==> config.mk <==
export PLATFORM = sky130hd
export DESIGN_NAME = ddsl_top
export DESIGN_NICKNAME = d
export VERILOG_FILES = /design/src/hw/ddsl_pkg.sv /design/src/hw/ddsl_sync.sv /design/src/hw/ddsl_top.sv
export SDC_FILE = /design/constraint.sdc
export NUM_CORES = 1
export LEC_CHECK = 0
export ABC_CLOCK_PERIOD_IN_PS = 3150
export BUFFER_PORTS_ARGS = -buffer_cell sky130_fd_sc_hd__buf_2
export CAP_MARGIN = 20
export CORE_MARGIN = 5
export CORE_UTILIZATION = 60
export DETAILED_ROUTE_END_ITERATION = 12
export PLACE_DENSITY = 0.83
export SLEW_MARGIN = 5
export SYNTH_ARGS = -nofsm -noshare
export SYNTH_HDL_FRONTEND = slang
export SYNTH_SLANG_ARGS = --single-unit
==> constraint.sdc <==
create_clock -name mclk -period 3.15 [get_ports mclk]
set_input_delay 0.315 -clock mclk [delete_from_list [all_inputs] [get_ports mclk]]
set_output_delay 0.315 -clock mclk [all_outputs]
set_load 0.01 [all_outputs]
==> src/hw/ddsl_pkg.sv <==
// constants for the dual converter serial load logic
// assumes a single system clock mclk at 250 MHz and pin inputs from outside it
package ddsl_pkg;
  localparam int DDSL_FRAME_BITS = 18;
  localparam int DDSL_CODE_BITS = 16;
  localparam int DDSL_CHANNELS = 2;
  localparam int DDSL_ADDR_HI = 17;
  localparam int DDSL_ADDR_LO = 16;
  localparam logic [15:0] DDSL_MIDSCALE = 16'h8000;
  localparam logic [15:0] DDSL_ZEROSCALE = 16'h0000;
  localparam int DDSL_SYNC_STAGES = 2;
endpackage : ddsl_pkg

==> src/hw/ddsl_sync.sv <==
// two flip-flop synchroniser for a group of pin inputs
// assumes inputs are asynchronous to mclk
`timescale 1ns/100ps
module ddsl_sync #(
  parameter int WIDTH = 1
) (
  input wire logic mclk,
  input wire logic rst_b,
  input wire logic [WIDTH-1:0] async_in,
  output logic [WIDTH-1:0] sync_out
);
  logic [WIDTH-1:0] stage1;

  always_ff @(posedge mclk) begin
    if (!rst_b) begin
      stage1 <= '0;
      sync_out <= '0;
    end else begin
      stage1 <= async_in;
      sync_out <= stage1;
    end
  end
endmodule : ddsl_sync

==> src/hw/ddsl_top.sv <==
// serial load, input registers and converter registers of the dual converter
// assumes serial clock at most mclk/4 and pins asynchronous to mclk
`timescale 1ns/100ps
module ddsl_top
  import ddsl_pkg::*;
(
  input wire logic mclk,
  input wire logic rst_b,
  input wire logic serial_clk,
  input wire logic chip_sel_n,
  input wire logic serial_in_line,
  input wire logic output_load_strobe,
  input wire logic preset_clear_n,
  input wire logic level_select,
  output logic [15:0] code_a,
  output logic [15:0] code_b,
  output logic [15:0] input_a,
  output logic [15:0] input_b,
  output logic serial_out_line
);
  // ---------------------------------------------------------------
  // pin synchronisers
  // ---------------------------------------------------------------
  logic [5:0] pins_s;
  ddsl_sync #(.WIDTH(6)) u_sync (
    .mclk(mclk),
    .rst_b(rst_b),
    .async_in({serial_clk, chip_sel_n, serial_in_line, output_load_strobe,
      preset_clear_n, level_select}),
    .sync_out(pins_s)
  );
  logic sclk_s, cs_n_s, sdi_s, ldst_s, preset_n_s, lvl_s;
  assign {sclk_s, cs_n_s, sdi_s, ldst_s, preset_n_s, lvl_s} = pins_s;

  logic sclk_d, cs_n_d;
  always_ff @(posedge mclk) begin
    if (!rst_b) begin
      sclk_d <= 1'b0;
      cs_n_d <= 1'b1;
    end else begin
      sclk_d <= sclk_s;
      cs_n_d <= cs_n_s;
    end
  end
  // ---------------------------------------------------------------
  // power-up preset
  // ---------------------------------------------------------------
  // synchronised pins read as reset values for the first edges;
  // select edge and preset are ignored until the pins have come through
  localparam logic [1:0] BOOT_LAST = 2'(DDSL_SYNC_STAGES);
  logic boot, boot_load;
  logic [1:0] boot_cnt;
  always_ff @(posedge mclk) begin
    if (!rst_b) begin
      boot <= 1'b1;
      boot_cnt <= '0;
    end else if (boot) begin
      boot_cnt <= boot_cnt + 2'd1;
      if (boot_cnt == BOOT_LAST) begin
        boot <= 1'b0;
      end
    end
  end
  assign boot_load = boot && (boot_cnt == BOOT_LAST);

  logic sclk_rise, cs_rise, preset_on;
  assign sclk_rise = sclk_s && !sclk_d;
  assign cs_rise = cs_n_s && !cs_n_d && !boot;
  assign preset_on = !preset_n_s && !boot;

  logic [15:0] preset_code;
  assign preset_code = lvl_s ? DDSL_MIDSCALE : DDSL_ZEROSCALE;

  // ---------------------------------------------------------------
  // serial input register
  // ---------------------------------------------------------------
  logic [DDSL_FRAME_BITS-1:0] shift_reg;
  always_ff @(posedge mclk) begin
    if (!rst_b) begin
      shift_reg <= '0;
    end else if (sclk_rise && !cs_n_s) begin
      // new bit enters at the bottom, first bit ends at the top
      shift_reg <= {shift_reg[DDSL_FRAME_BITS-2:0], sdi_s};
    end
  end

  always_ff @(posedge mclk) begin
    if (!rst_b) begin
      serial_out_line <= 1'b0;
    end else begin
      serial_out_line <= shift_reg[DDSL_FRAME_BITS-1];
    end
  end

  // ---------------------------------------------------------------
  // input and converter registers per channel
  // ---------------------------------------------------------------
  logic [DDSL_CHANNELS-1:0] hit;
  assign hit = {shift_reg[DDSL_ADDR_HI], shift_reg[DDSL_ADDR_LO]};
  logic [15:0] in_reg [DDSL_CHANNELS];
  logic [15:0] dac_reg [DDSL_CHANNELS];

  genvar ch;
  generate
    for (ch = 0; ch < DDSL_CHANNELS; ch++) begin : g_ch
      always_ff @(posedge mclk) begin
        if (!rst_b) begin
          in_reg[ch] <= DDSL_ZEROSCALE;
        end else if (boot_load) begin
          in_reg[ch] <= preset_code;
        end else if (preset_on) begin
          in_reg[ch] <= preset_code;
        end else if (cs_rise && hit[ch]) begin
          in_reg[ch] <= shift_reg[DDSL_CODE_BITS-1:0];
        end
      end
      always_ff @(posedge mclk) begin
        if (!rst_b) begin
          dac_reg[ch] <= DDSL_ZEROSCALE;
        end else if (boot_load) begin
          dac_reg[ch] <= preset_code;
        end else if (preset_on) begin
          dac_reg[ch] <= preset_code;
        end else if (!ldst_s) begin
          dac_reg[ch] <= in_reg[ch];
        end
      end
    end
  endgenerate

  always_ff @(posedge mclk) begin
    if (!rst_b) begin
      code_a <= DDSL_ZEROSCALE;
      code_b <= DDSL_ZEROSCALE;
      input_a <= DDSL_ZEROSCALE;
      input_b <= DDSL_ZEROSCALE;
    end else begin
      code_a <= dac_reg[0];
      code_b <= dac_reg[1];
      input_a <= in_reg[0];
      input_b <= in_reg[1];
    end
  end

  // ---------------------------------------------------------------
  // checks
  // ---------------------------------------------------------------
  a_preset_forces: assert property (@(posedge mclk) disable iff (!rst_b)
    preset_on |=> (dac_reg[0] == $past(preset_code) && in_reg[1] == $past(preset_code)))
    else $error("preset did not force registers");
  a_preset_wins: assert property (@(posedge mclk) disable iff (!rst_b)
    (preset_on && cs_rise) |=> in_reg[0] == $past(preset_code))
    else $error("serial load beat preset");
  a_shift_bit: assert property (@(posedge mclk) disable iff (!rst_b)
    (sclk_rise && !cs_n_s) |=> shift_reg[0] == $past(sdi_s))
    else $error("bit not shifted in");
  a_shift_hold: assert property (@(posedge mclk) disable iff (!rst_b)
    (cs_n_s || !sclk_rise) |=> $stable(shift_reg))
    else $error("shift register moved while idle");
  a_msb_first: assert property (@(posedge mclk) disable iff (!rst_b)
    (sclk_rise && !cs_n_s) |=> shift_reg[1] == $past(shift_reg[0]))
    else $error("bit order wrong");
  a_load_a: assert property (@(posedge mclk) disable iff (!rst_b)
    (cs_rise && !preset_on && shift_reg[DDSL_ADDR_LO])
      |=> in_reg[0] == $past(shift_reg[DDSL_CODE_BITS-1:0]))
    else $error("channel A not loaded");
  a_none_kept: assert property (@(posedge mclk) disable iff (!rst_b)
    (cs_rise && !preset_on && !shift_reg[DDSL_ADDR_HI]) |=> $stable(in_reg[1]))
    else $error("channel B loaded without address");
  a_strobe_hold: assert property (@(posedge mclk) disable iff (!rst_b)
    (ldst_s && !preset_on && !boot_load) |=> ($stable(dac_reg[0]) && $stable(dac_reg[1])))
    else $error("converter register moved while held");
  a_strobe_follow: assert property (@(posedge mclk) disable iff (!rst_b)
    (!ldst_s && !preset_on && !boot_load) |=> (dac_reg[0] == $past(in_reg[0])
      && dac_reg[1] == $past(in_reg[1])))
    else $error("converter registers did not follow");

  // ---------------------------------------------------------------
  // checks on power-up and loading
  // ---------------------------------------------------------------
  a_boot_inputs: assert property (@(posedge mclk) disable iff (!rst_b)
    boot_load
      |=> (in_reg[0] == ($past(lvl_s) ? DDSL_MIDSCALE : DDSL_ZEROSCALE)
      && in_reg[1] == ($past(lvl_s) ? DDSL_MIDSCALE : DDSL_ZEROSCALE)))
    else $error("input registers missed power-up preset");
  a_boot_outputs: assert property (@(posedge mclk) disable iff (!rst_b)
    boot_load
      |=> (dac_reg[0] == ($past(lvl_s) ? DDSL_MIDSCALE : DDSL_ZEROSCALE)
      && dac_reg[1] == ($past(lvl_s) ? DDSL_MIDSCALE : DDSL_ZEROSCALE)))
    else $error("converter registers missed power-up preset");
  a_inputs_idle: assert property (@(posedge mclk) disable iff (!rst_b)
    (!boot_load && !preset_on && !cs_rise)
      |=> ($stable(in_reg[0]) && $stable(in_reg[1])))
    else $error("input register moved without a load");
  a_load_b: assert property (@(posedge mclk) disable iff (!rst_b)
    (cs_rise && !preset_on && shift_reg[DDSL_ADDR_HI])
      |=> in_reg[1] == $past(shift_reg[DDSL_CODE_BITS-1:0]))
    else $error("channel B not loaded");
  a_none_kept_a: assert property (@(posedge mclk) disable iff (!rst_b)
    (cs_rise && !preset_on && !shift_reg[DDSL_ADDR_LO]) |=> $stable(in_reg[0]))
    else $error("channel A loaded without address");
  a_load_both: assert property (@(posedge mclk) disable iff (!rst_b)
    (cs_rise && !preset_on && shift_reg[DDSL_ADDR_HI] && shift_reg[DDSL_ADDR_LO])
      |=> in_reg[0] == in_reg[1])
    else $error("both channels not loaded alike");

  // ---------------------------------------------------------------
  // checks on preset values and outputs
  // ---------------------------------------------------------------
  a_preset_mid: assert property (@(posedge mclk) disable iff (!rst_b)
    (preset_on && lvl_s)
      |=> (in_reg[0] == DDSL_MIDSCALE && dac_reg[1] == DDSL_MIDSCALE))
    else $error("midscale preset value wrong");
  a_preset_zero: assert property (@(posedge mclk) disable iff (!rst_b)
    (preset_on && !lvl_s)
      |=> (in_reg[1] == DDSL_ZEROSCALE && dac_reg[0] == DDSL_ZEROSCALE))
    else $error("zero-scale preset value wrong");
  a_code_outputs: assert property (@(posedge mclk) disable iff (!rst_b)
    1'b1
      |=> (code_a == $past(dac_reg[0]) && code_b == $past(dac_reg[1])))
    else $error("converter code outputs do not mirror registers");
  a_input_outputs: assert property (@(posedge mclk) disable iff (!rst_b)
    1'b1
      |=> (input_a == $past(in_reg[0]) && input_b == $past(in_reg[1])))
    else $error("input code outputs do not mirror registers");
  a_serial_out: assert property (@(posedge mclk) disable iff (!rst_b)
    1'b1 |=> serial_out_line == $past(shift_reg[DDSL_FRAME_BITS-1]))
    else $error("serial out does not show top bit");
endmodule : ddsl_top

== Word level (Yosys, flattened, before mapping) ==
Memories as Yosys holds them, arrays and structs flattened. A register that Yosys moved wholly into a read port is not among the register bits.
Index checks and enable logic that the tools add are counted.
W data, S select, Z words.
Word-level totals
  register bits after elaboration: 68
  bits in writable memories: 64
  output and inout port bits: 65
  logic and storage cells: 79
  memories: 2
Memory list
  dac_reg: depth 2, width 16, rd ports 2, clocked after memory_dff 2, write ports 2, RTL line ddsl_top.sv:101  | logic [15:0] dac_reg [DDSL_CHANNELS];
  in_reg: depth 2, width 16, rd ports 2, clocked after memory_dff 0, write ports 2, RTL line ddsl_top.sv:100  | logic [15:0] in_reg [DDSL_CHANNELS];
Operators by class
  add/sub/neg operators: 1
  equal/unequal tests: 1
  muxes and demuxes: 38
  bitwise operators: 12
  reductions and logical operators: 15
Operators by type and width (number)
  $mux W16: 13
  $mux W1: 25
  $or A1 B1 Y1: 12
  $logic_and A1 B1 Y1: 8
  $logic_not A1 Y1: 7
  $add A2 B1 Y2 const B: 1
  $eq A2 B2 Y1 const B: 1

== Logic depth before layout (Yosys ltp) ==
Gate-level depths: netlist of the first run.
  depth after elaboration: 10
  mapped depth: 6

== By module ==
Synthesis of the first run repeated with hierarchy kept, for this count alone.
Unflattened totals
  cell total of the unflattened synthesis: 408
  area total of the unflattened synthesis: 5406.4 um^2
By module, submodules not included
  ddsl_top: times used 1, cells each 383, area each 5069.9 um^2, seq. area each 3683.5 um^2
  ddsl_sync: times used 1, cells each 25, area each 336.6 um^2, seq. area each 240.2 um^2

== Worst setup path before layout of the first run ==
Ideal clock, no wire load.
  path type: register to register
  start point: register boot_cnt[0]
  end point: memory in_reg[0][0], enable pin
  library setup time: 0.363 ns
  arrival: 1.284 ns
  data required time: 2.787 ns
  path slack: 1.503 ns
  cell stages (with the launch flop): 6
  path through: dfxtp_1 -> inv_1 -> ha_1 -> nand2b_4 -> a21oi_1 -> nand2_1
RTL lines
  from (decl): RTL line ddsl_top.sv:52  | logic [1:0] boot_cnt;
  from (signal assigned): RTL line ddsl_top.sv:58  | boot_cnt <= boot_cnt + 2'd1;
  to (decl): RTL line ddsl_top.sv:100

==> results of run 1 <==
==> final timing paths <==
| check | endpoint | depth (start not counted) | start | slack, ns |
|---|---|---|---|---|
| hold / removal | boot_cnt[0]$_SDFFE_PN0P_ | 3 | rst_b | 0.15 |
| hold reg to reg | u_sync.sync_out[2]$_SDFF_PN0_ | 1 | u_sync.stage1[2]$_SDFF_PN0_ | 0.44 |
| setup / recovery | in_reg[1][13]$_SDFFCE_PN0P_ | 5 | boot_cnt[0]$_SDFFE_PN0P_ | 1.05 |
| setup reg to reg | in_reg[1][13]$_SDFFCE_PN0P_ | 5 | boot_cnt[0]$_SDFFE_PN0P_ | 1.05 |
==> cells in the mapped netlist <==
cell / number
buf_6: 3
buf_2: 6
nor2_1: 3
a211oi_1: 1
ha_1: 1
a21oi_1: 1
nand4bb_4: 1
a21bo_1: 2
nand4_1: 1
nand4bb_1: 1
inv_1: 2
xnor2_1: 1
nor3b_2: 1
clkbuf_1: 10
dfxtp_1: 100
buf_1: 1
o21ai_0: 8
nand2_1: 24
a211oi_4: 2
buf_4: 1
and2_1: 137
o21ai_1: 12
edfxtp_1: 64
nand3_1: 19
nand2b_4: 2
nand2b_1: 1
inv_2: 1
==> cells in the final DEF, fill, tap and decap left out, drive strengths merged, types with 6 or more instances in the layout <==
master,Yosys,final
clkbuf,10,18
nand3,19,19
edfxtp,64,64
and2,137,137
dfxtp,100,100
nand2,24,24
dlygate4sd3,0,6
o21ai,20,20
buf,11,74
inv,3,6
==> tightest hold or removal path, delay by kind of cell <==
family | cells | cell delay, ns
buf+inv | 2 | 0.21
simple gates | 1 | 0.11
==> routing by layer <==
metal	vias to the layer above	global-route usage, %
li1	1496	-
met1	1447	21.3
met2	107	29.7
met3	19	5.30
met4	0	8.86
met5	-	0
==> per-stage QoR <==
| stage | util (%) | total power, mW | area [um^2] | hold WS (ns) | setup WS, ns |
|---|---|---|---|---|---|
| after floorplan | - | 3.04 | 5390 | 0.412 | 1.50 |
| final | 74.2 | 5.31 | 6470 | 0.155 | 1.05 |
| after detailed placement | 66.4 | 3.24 | 5790 | 0.422 | 1.12 |
| after CTS | 74.2 | 5.35 | 6470 | 0.130 | 1.08 |
| after global routing | 74.2 | 5.52 | 6470 | 0.160 | 0.950 |
| after global placement | 66.4 | 3.21 | 5790 | 0.415 | 1.27 |
==> timing repair <==
action	in CTS	in global routing
hold buffers	6	0
endpoints found under the setup margin	0	0
hold endpoints to repair	6	0
gates resized for setup	0	0
setup buffers	0	0
==> report_power, final <==
group	leakage (nW)	internal, mW	switching (mW)	total (mW)
registers	1.54	2.58	0.122	2.70
clock network	0.292	1.30	0.811	2.11
logic	0.966	0.213	0.294	0.507
total	2.80	4.09	1.23	5.31
==> kinds of logic (layout without fill, tap and decap cells) <==
family | count (synthesis) | count (layout)
buf+inv | 24 | 115
simple gates | 190 | 190
flops | 164 | 164
fa+ha+maj | 1 | 1
xor+xnor | 1 | 1
compound gates | 26 | 26
==> layout make-up <==
type	instances	area, um^2	share of cell area, %
Multi-Input combinational cell	218	1350	20.8
Inverter	3	11.3	0.174
Tap cell	108	135	2.09
Timing Repair Buffer	80	435	6.73
Clock buffer	18	418	6.46
Clock inverter	14	200	3.09
Sequential cell	164	3920	60.7
==> summary.txt, run 1 <==
Status
  • Status: completed

Timing
  • Relative slew margins: 30.5%
  • Setup TNS: 0 ns
  • Worst Tran Pin Value: 1.04 ns
  • Minimum clock period: 2.10 ns
  • Final setup fails: 0
  • Final Hold Fails: 0
  • Max Freq: 0.477 GHz
  • RSZ-0062 raised after global routing: false
  • Worst Skew: between 0.006 and 0.007 ns
  • Final Cycle Share: 66.6%
  • Final Max Slew Viols: 0

Finish
  • Area grow syn2layout: 20.1%
  • Layout cell share with drive strength beyond 1: 22.5%
  • Layout fillers: between 500 and 600
  • Fin cells: 605
  • N_diodes: 0
  • Final #Nets: 493

Drt
  • Drt pass-1 iters: 4
  • Via count: about 3000
  • WL/cell: between 15 and 20 um
  • Vias per cell: 5.07
  • Metal1 wirelength: 3.61 mm
  • DRT Wirelength: 9.17 mm
  • Highest metal used: met4
  • Met2 routed WL: 4.70 mm
  • Starting DRC count in detailed routing: between 200 and 300
  • Number of routed nets with antenna violations: 0
  • DR WL met3: 662 um
  • Post-route DRC violation count: 0

Critical path
  • CP max stage delay: 0.55 ns
  • CP Cell Sequence: inv_1, ha_1, nand2b_4, a21oi_1, nand2_1
  • Crit-path leading delay family: simple AND/OR/NAND/NOR gates
  • WS Path Type: flip-flop to flip-flop
  • CP arrival: 2.18 ns
  • CP endpoint kind: flip-flop
  • Slowest stage cell, crit path: nand2_1
  • CP max FO: 16
  • Required time of the critical path: 3.24 ns
  • Buf+Inv Stages, Crit Path: 1
  • CP startpoint kind: flip-flop

Yosys
  • Synthesized area per cell: 13.3 um^2
  • Simple-gate portion of the synthesized area: 21.3%
  • Register area share after synthesis: 72.8%
  • Top cells by area, synth: dfxtp_1, edfxtp_1, and2_1
  • Synth Area in Adders: less than 1%
  • Ys Warns: 0
  • Yosys top cell area share: a little under two fifths
  • Post-synthesis mux area share: 0%
  • Largest family of logic cells by synthesized area: simple AND/OR/NAND/NOR gates
  • Post-Synth XOR/XNOR Area: 0.163%
  • Dominant cell type by area after synthesis: dfxtp_1
  • Mapped Area: about 5400 um^2
  • Mapped Cells: a little over 400
  • #FFs+latches synth: 164
  • Compound-gate portion of the synthesized area: 3.21%
  • Syn_nets: 415
  • Cell variety after synth: 27

Global routing
  • Number of global-route vias before repair: just over 3000
  • First-pass GRT wire length: 15.4 mm
  • Initial antenna violation count: 0
  • GRT Util Overall: 17.9%
  • Gr ovfl total: 0
  • Largest net degree at the start of global routing: around 120

Floorplanning
  • Starting Density: slightly above 60%
  • Std-Cell Rows: 34
  • Core area: 8720 um^2
  • IO Count: 73
  • Vert. Die Dim: 105 um
  • Die area: 11000 um^2
  • Die Width: approximately 100 um

Place
  • Routability congestion estimate from global placement: ~0.85
  • HPWL Detailed: 5.60 mm
  • Buffers on Ports: 72
  • Dpl cells: 567

Pwr
  • Worst vdd ir: around 0.50 mV
  • Pwr Density: 821 nW/um^2
  • Leakage power: 2.80 nW

Clocking
  • Clock-pin transition on the worst setup and hold timing paths: 0.06 ns
  • Clock sink count: 164
  • CTS max path bufs: 2
  • Max H-tree Level: 4
  • Cts bufs inserted: 17
  • CTS tree: built
  • Clock latency on the worst-skew pair: 0.51 ns
  • Root Driver: clkbuf_8

Flow run
  • Max-cap violations: 0

Min path
  • Path category of the worst min-delay check: input pin to flip-flop
Note: power is estimated with default switching activity, not from simulation.
==> run 2, diff against run 1 <==
Settings changed: ABC_CLOCK_PERIOD_IN_PS 3150 to 2000, CORE_UTILIZATION 60 to 56, PLACE_DENSITY 0.83 to 0.78.
Clock period 3.15 ns to 2 ns, I/O delays scaled along.
==> run 2 against run 1 <==
  * Via count fell by 3.6%
  * Combinational power rose by 65%
  * Maximum frequency rose by 28%
  * Critical path depth rose by 1
  * Register-to-register slack got worse by 0.69 ns
  * Worst setup slack got worse by 0.69 ns
  * Clock power rose by 39%
  * Utilization fell by 4.5 points
  * Sequential share of layout area fell by 0.26 points
  * Highest routed layer unchanged
==> summary.txt, run 2 (synthesis gave the netlist of run 1 again) <==
Clocking
  • Hold Buf Count CTS: 7
  • CTS max path bufs: 2
  • Cts bufs inserted: 17
  • Post-CTS setup buffers: 0
  • Clock-pin transition on the worst setup and hold timing paths: 0.06 ns
  • Clock sink count: 164
  • CTS tree: built
  • Root Driver: clkbuf_8
  • Resize count post-CTS: 0
  • Clock latency on the worst-skew pair: 0.51 ns
  • Max H-tree Level: 4

Drt
  • Number of routed nets with antenna violations: 0
  • Drt pass-1 iters: 4
  • DRT Wirelength: 8.82 mm
  • Via count: 2958
  • Post-route DRC violation count: 0
  • WL/cell: 13.9 um
  • Starting DRC count in detailed routing: 171
  • Vias per cell: 4.67

Global routing
  • Number of global-route vias before repair: 2999
  • Gr ovfl total: 0
  • Largest net degree at the start of global routing: 61
  • First-pass GRT wire length: 14.7 mm
  • GRT Util Overall: between 10% and 20%
  • Initial antenna violation count: 0

Pwr
  • Power, Total: 8.01 mW
  • Leakage power: about 2.8 nW
  • Pwr Density: 1230 nW/um^2
  • Worst vdd ir: ~0.58 mV

Timing
  • Worst Tran Pin Value: 0.691 ns
  • Final setup fails: 0
  • Minimum clock period: 1.64 ns
  • Relative slew margins: 53.8%
  • Setup TNS: 0 ns
  • Final Cycle Share: 82.1%
  • Max Freq: 0.609 GHz
  • Final Max Slew Viols: 0
  • Worst Skew: roughly 0.0099 ns
  • Final Hold Fails: 0
  • RSZ-0062 raised after global routing: false

Critical path
  • Slowest stage cell, crit path: dfxtp_1
  • CP Cell Sequence: inv_1, ha_1, nand2b_4, a21oi_1, nand2_1, buf_4
  • WS Path Type: flip-flop to flip-flop
  • CP startpoint kind: flip-flop
  • CP max FO: 15
  • CP arrival: 1.89 ns
  • Buf+Inv Stages, Crit Path: 2
  • Required time of the critical path: 2.25 ns
  • CP max stage delay: about 0.35 ns
  • Crit-path leading delay family: flip-flops
  • CP endpoint kind: flip-flop

Floorplanning
  • Die area: 11700 um^2
  • Starting Density: 57.7%
  • Core area: ~9300 um^2
  • IO Count: between 70 and 80
  • Std-Cell Rows: 35
  • Vert. Die Dim: 108 um
  • Die Width: 108 um

Finish
  • Post-route cell area: 6500 um^2
  • Commonest cells after routing, fill and taps aside: and2_1, dfxtp_1, buf_2
  • Final #Nets: 501
  • Finished Core Util: 69.6%
  • N_diodes: 0
  • Layout cell share with drive strength beyond 1: 23.6%
  • Area grow syn2layout: 20.6%
  • Commonest non-fill, non-tap cell in the layout: and2_1

Place
  • Routability congestion estimate from global placement: 0.790
  • Cell area after placement: a little under 6000 um^2
  • HPWL Detailed: 5.78 mm
  • Buffers on Ports: 72

Status
  • Status: completed

Flow run
  • Max-cap violations: 0

Min path
  • Path category of the worst min-delay check: input pin to flip-flop
==> run 2: changes by cell type in the layout (fill, tap and decap cells not counted), sizes merged <==
cell / delta
buf: +7
bufinv: -4
clkbuf: +2
clkinv: -1
dlygate4sd3: +1
inv: +3
==> run 2: final cells by class <==
class                           count  area (um^2)
Multi-Input combinational cell    218         1350
Fill cell                         606         2830
Sequential cell                   164         3920
Clock buffer                       20          467
Tap cell                          129          161
Clock inverter                     12         90.1
Timing Repair Buffer               88          498
Inverter                            3         11.3
==> run 2: worst paths after layout <==
kind / slack, ns / endpoint / depth (start not counted) / from
max: 0.36 / in_reg[0][4]$_SDFFCE_PN0P_ / 6 / boot_cnt[0]$_SDFFE_PN0P_
min: 0.43 / u_sync.stage1[2]$_SDFF_PN0_ / 3 / output_load_strobe
max reg2reg: 0.36 / in_reg[0][4]$_SDFFCE_PN0P_ / 6 / boot_cnt[0]$_SDFFE_PN0P_
min reg2reg: 0.44 / u_sync.sync_out[0]$_SDFF_PN0_ / 1 / u_sync.stage1[0]$_SDFF_PN0_
==> run 2: worst min-delay path, cell delays in order <==
cell	delay [ns]
dlygate4sd3_1	0.52
buf_2	0.09
and2_1	0.10
==> run 2: stage by stage <==
step	instances	hold slack [ns]	setup WS (ns)
after global routing	634	0.425	0.273
after CTS	634	0.405	0.357
after global placement	595	0.407	0.414
final	634	0.430	0.359
after detailed placement	595	0.409	0.374
after floorplan	406	0.327	0.353
==> run 2: power by group <==
| part | internal [mW] | switching, mW | leakage [nW] |
|---|---|---|---|
| Combinational | 0.375 | 0.463 | 1.00 |
| Clock | 1.68 | 1.25 | 0.268 |
| Sequential | 4.05 | 0.184 | 1.54 |
| Total | 6.11 | 1.90 | 2.81 |
==> run 2: layer usage <==
metal | track usage, % | vias up | wire length (um)
met4 | 7.66 | 0 | 129
li1 | - | 1510 | -
met5 | 0 | - | 0
met2 | 27.6 | 72 | 4650
met1 | 19.9 | 1366 | 3620
met3 | 5.31 | 10 | 418
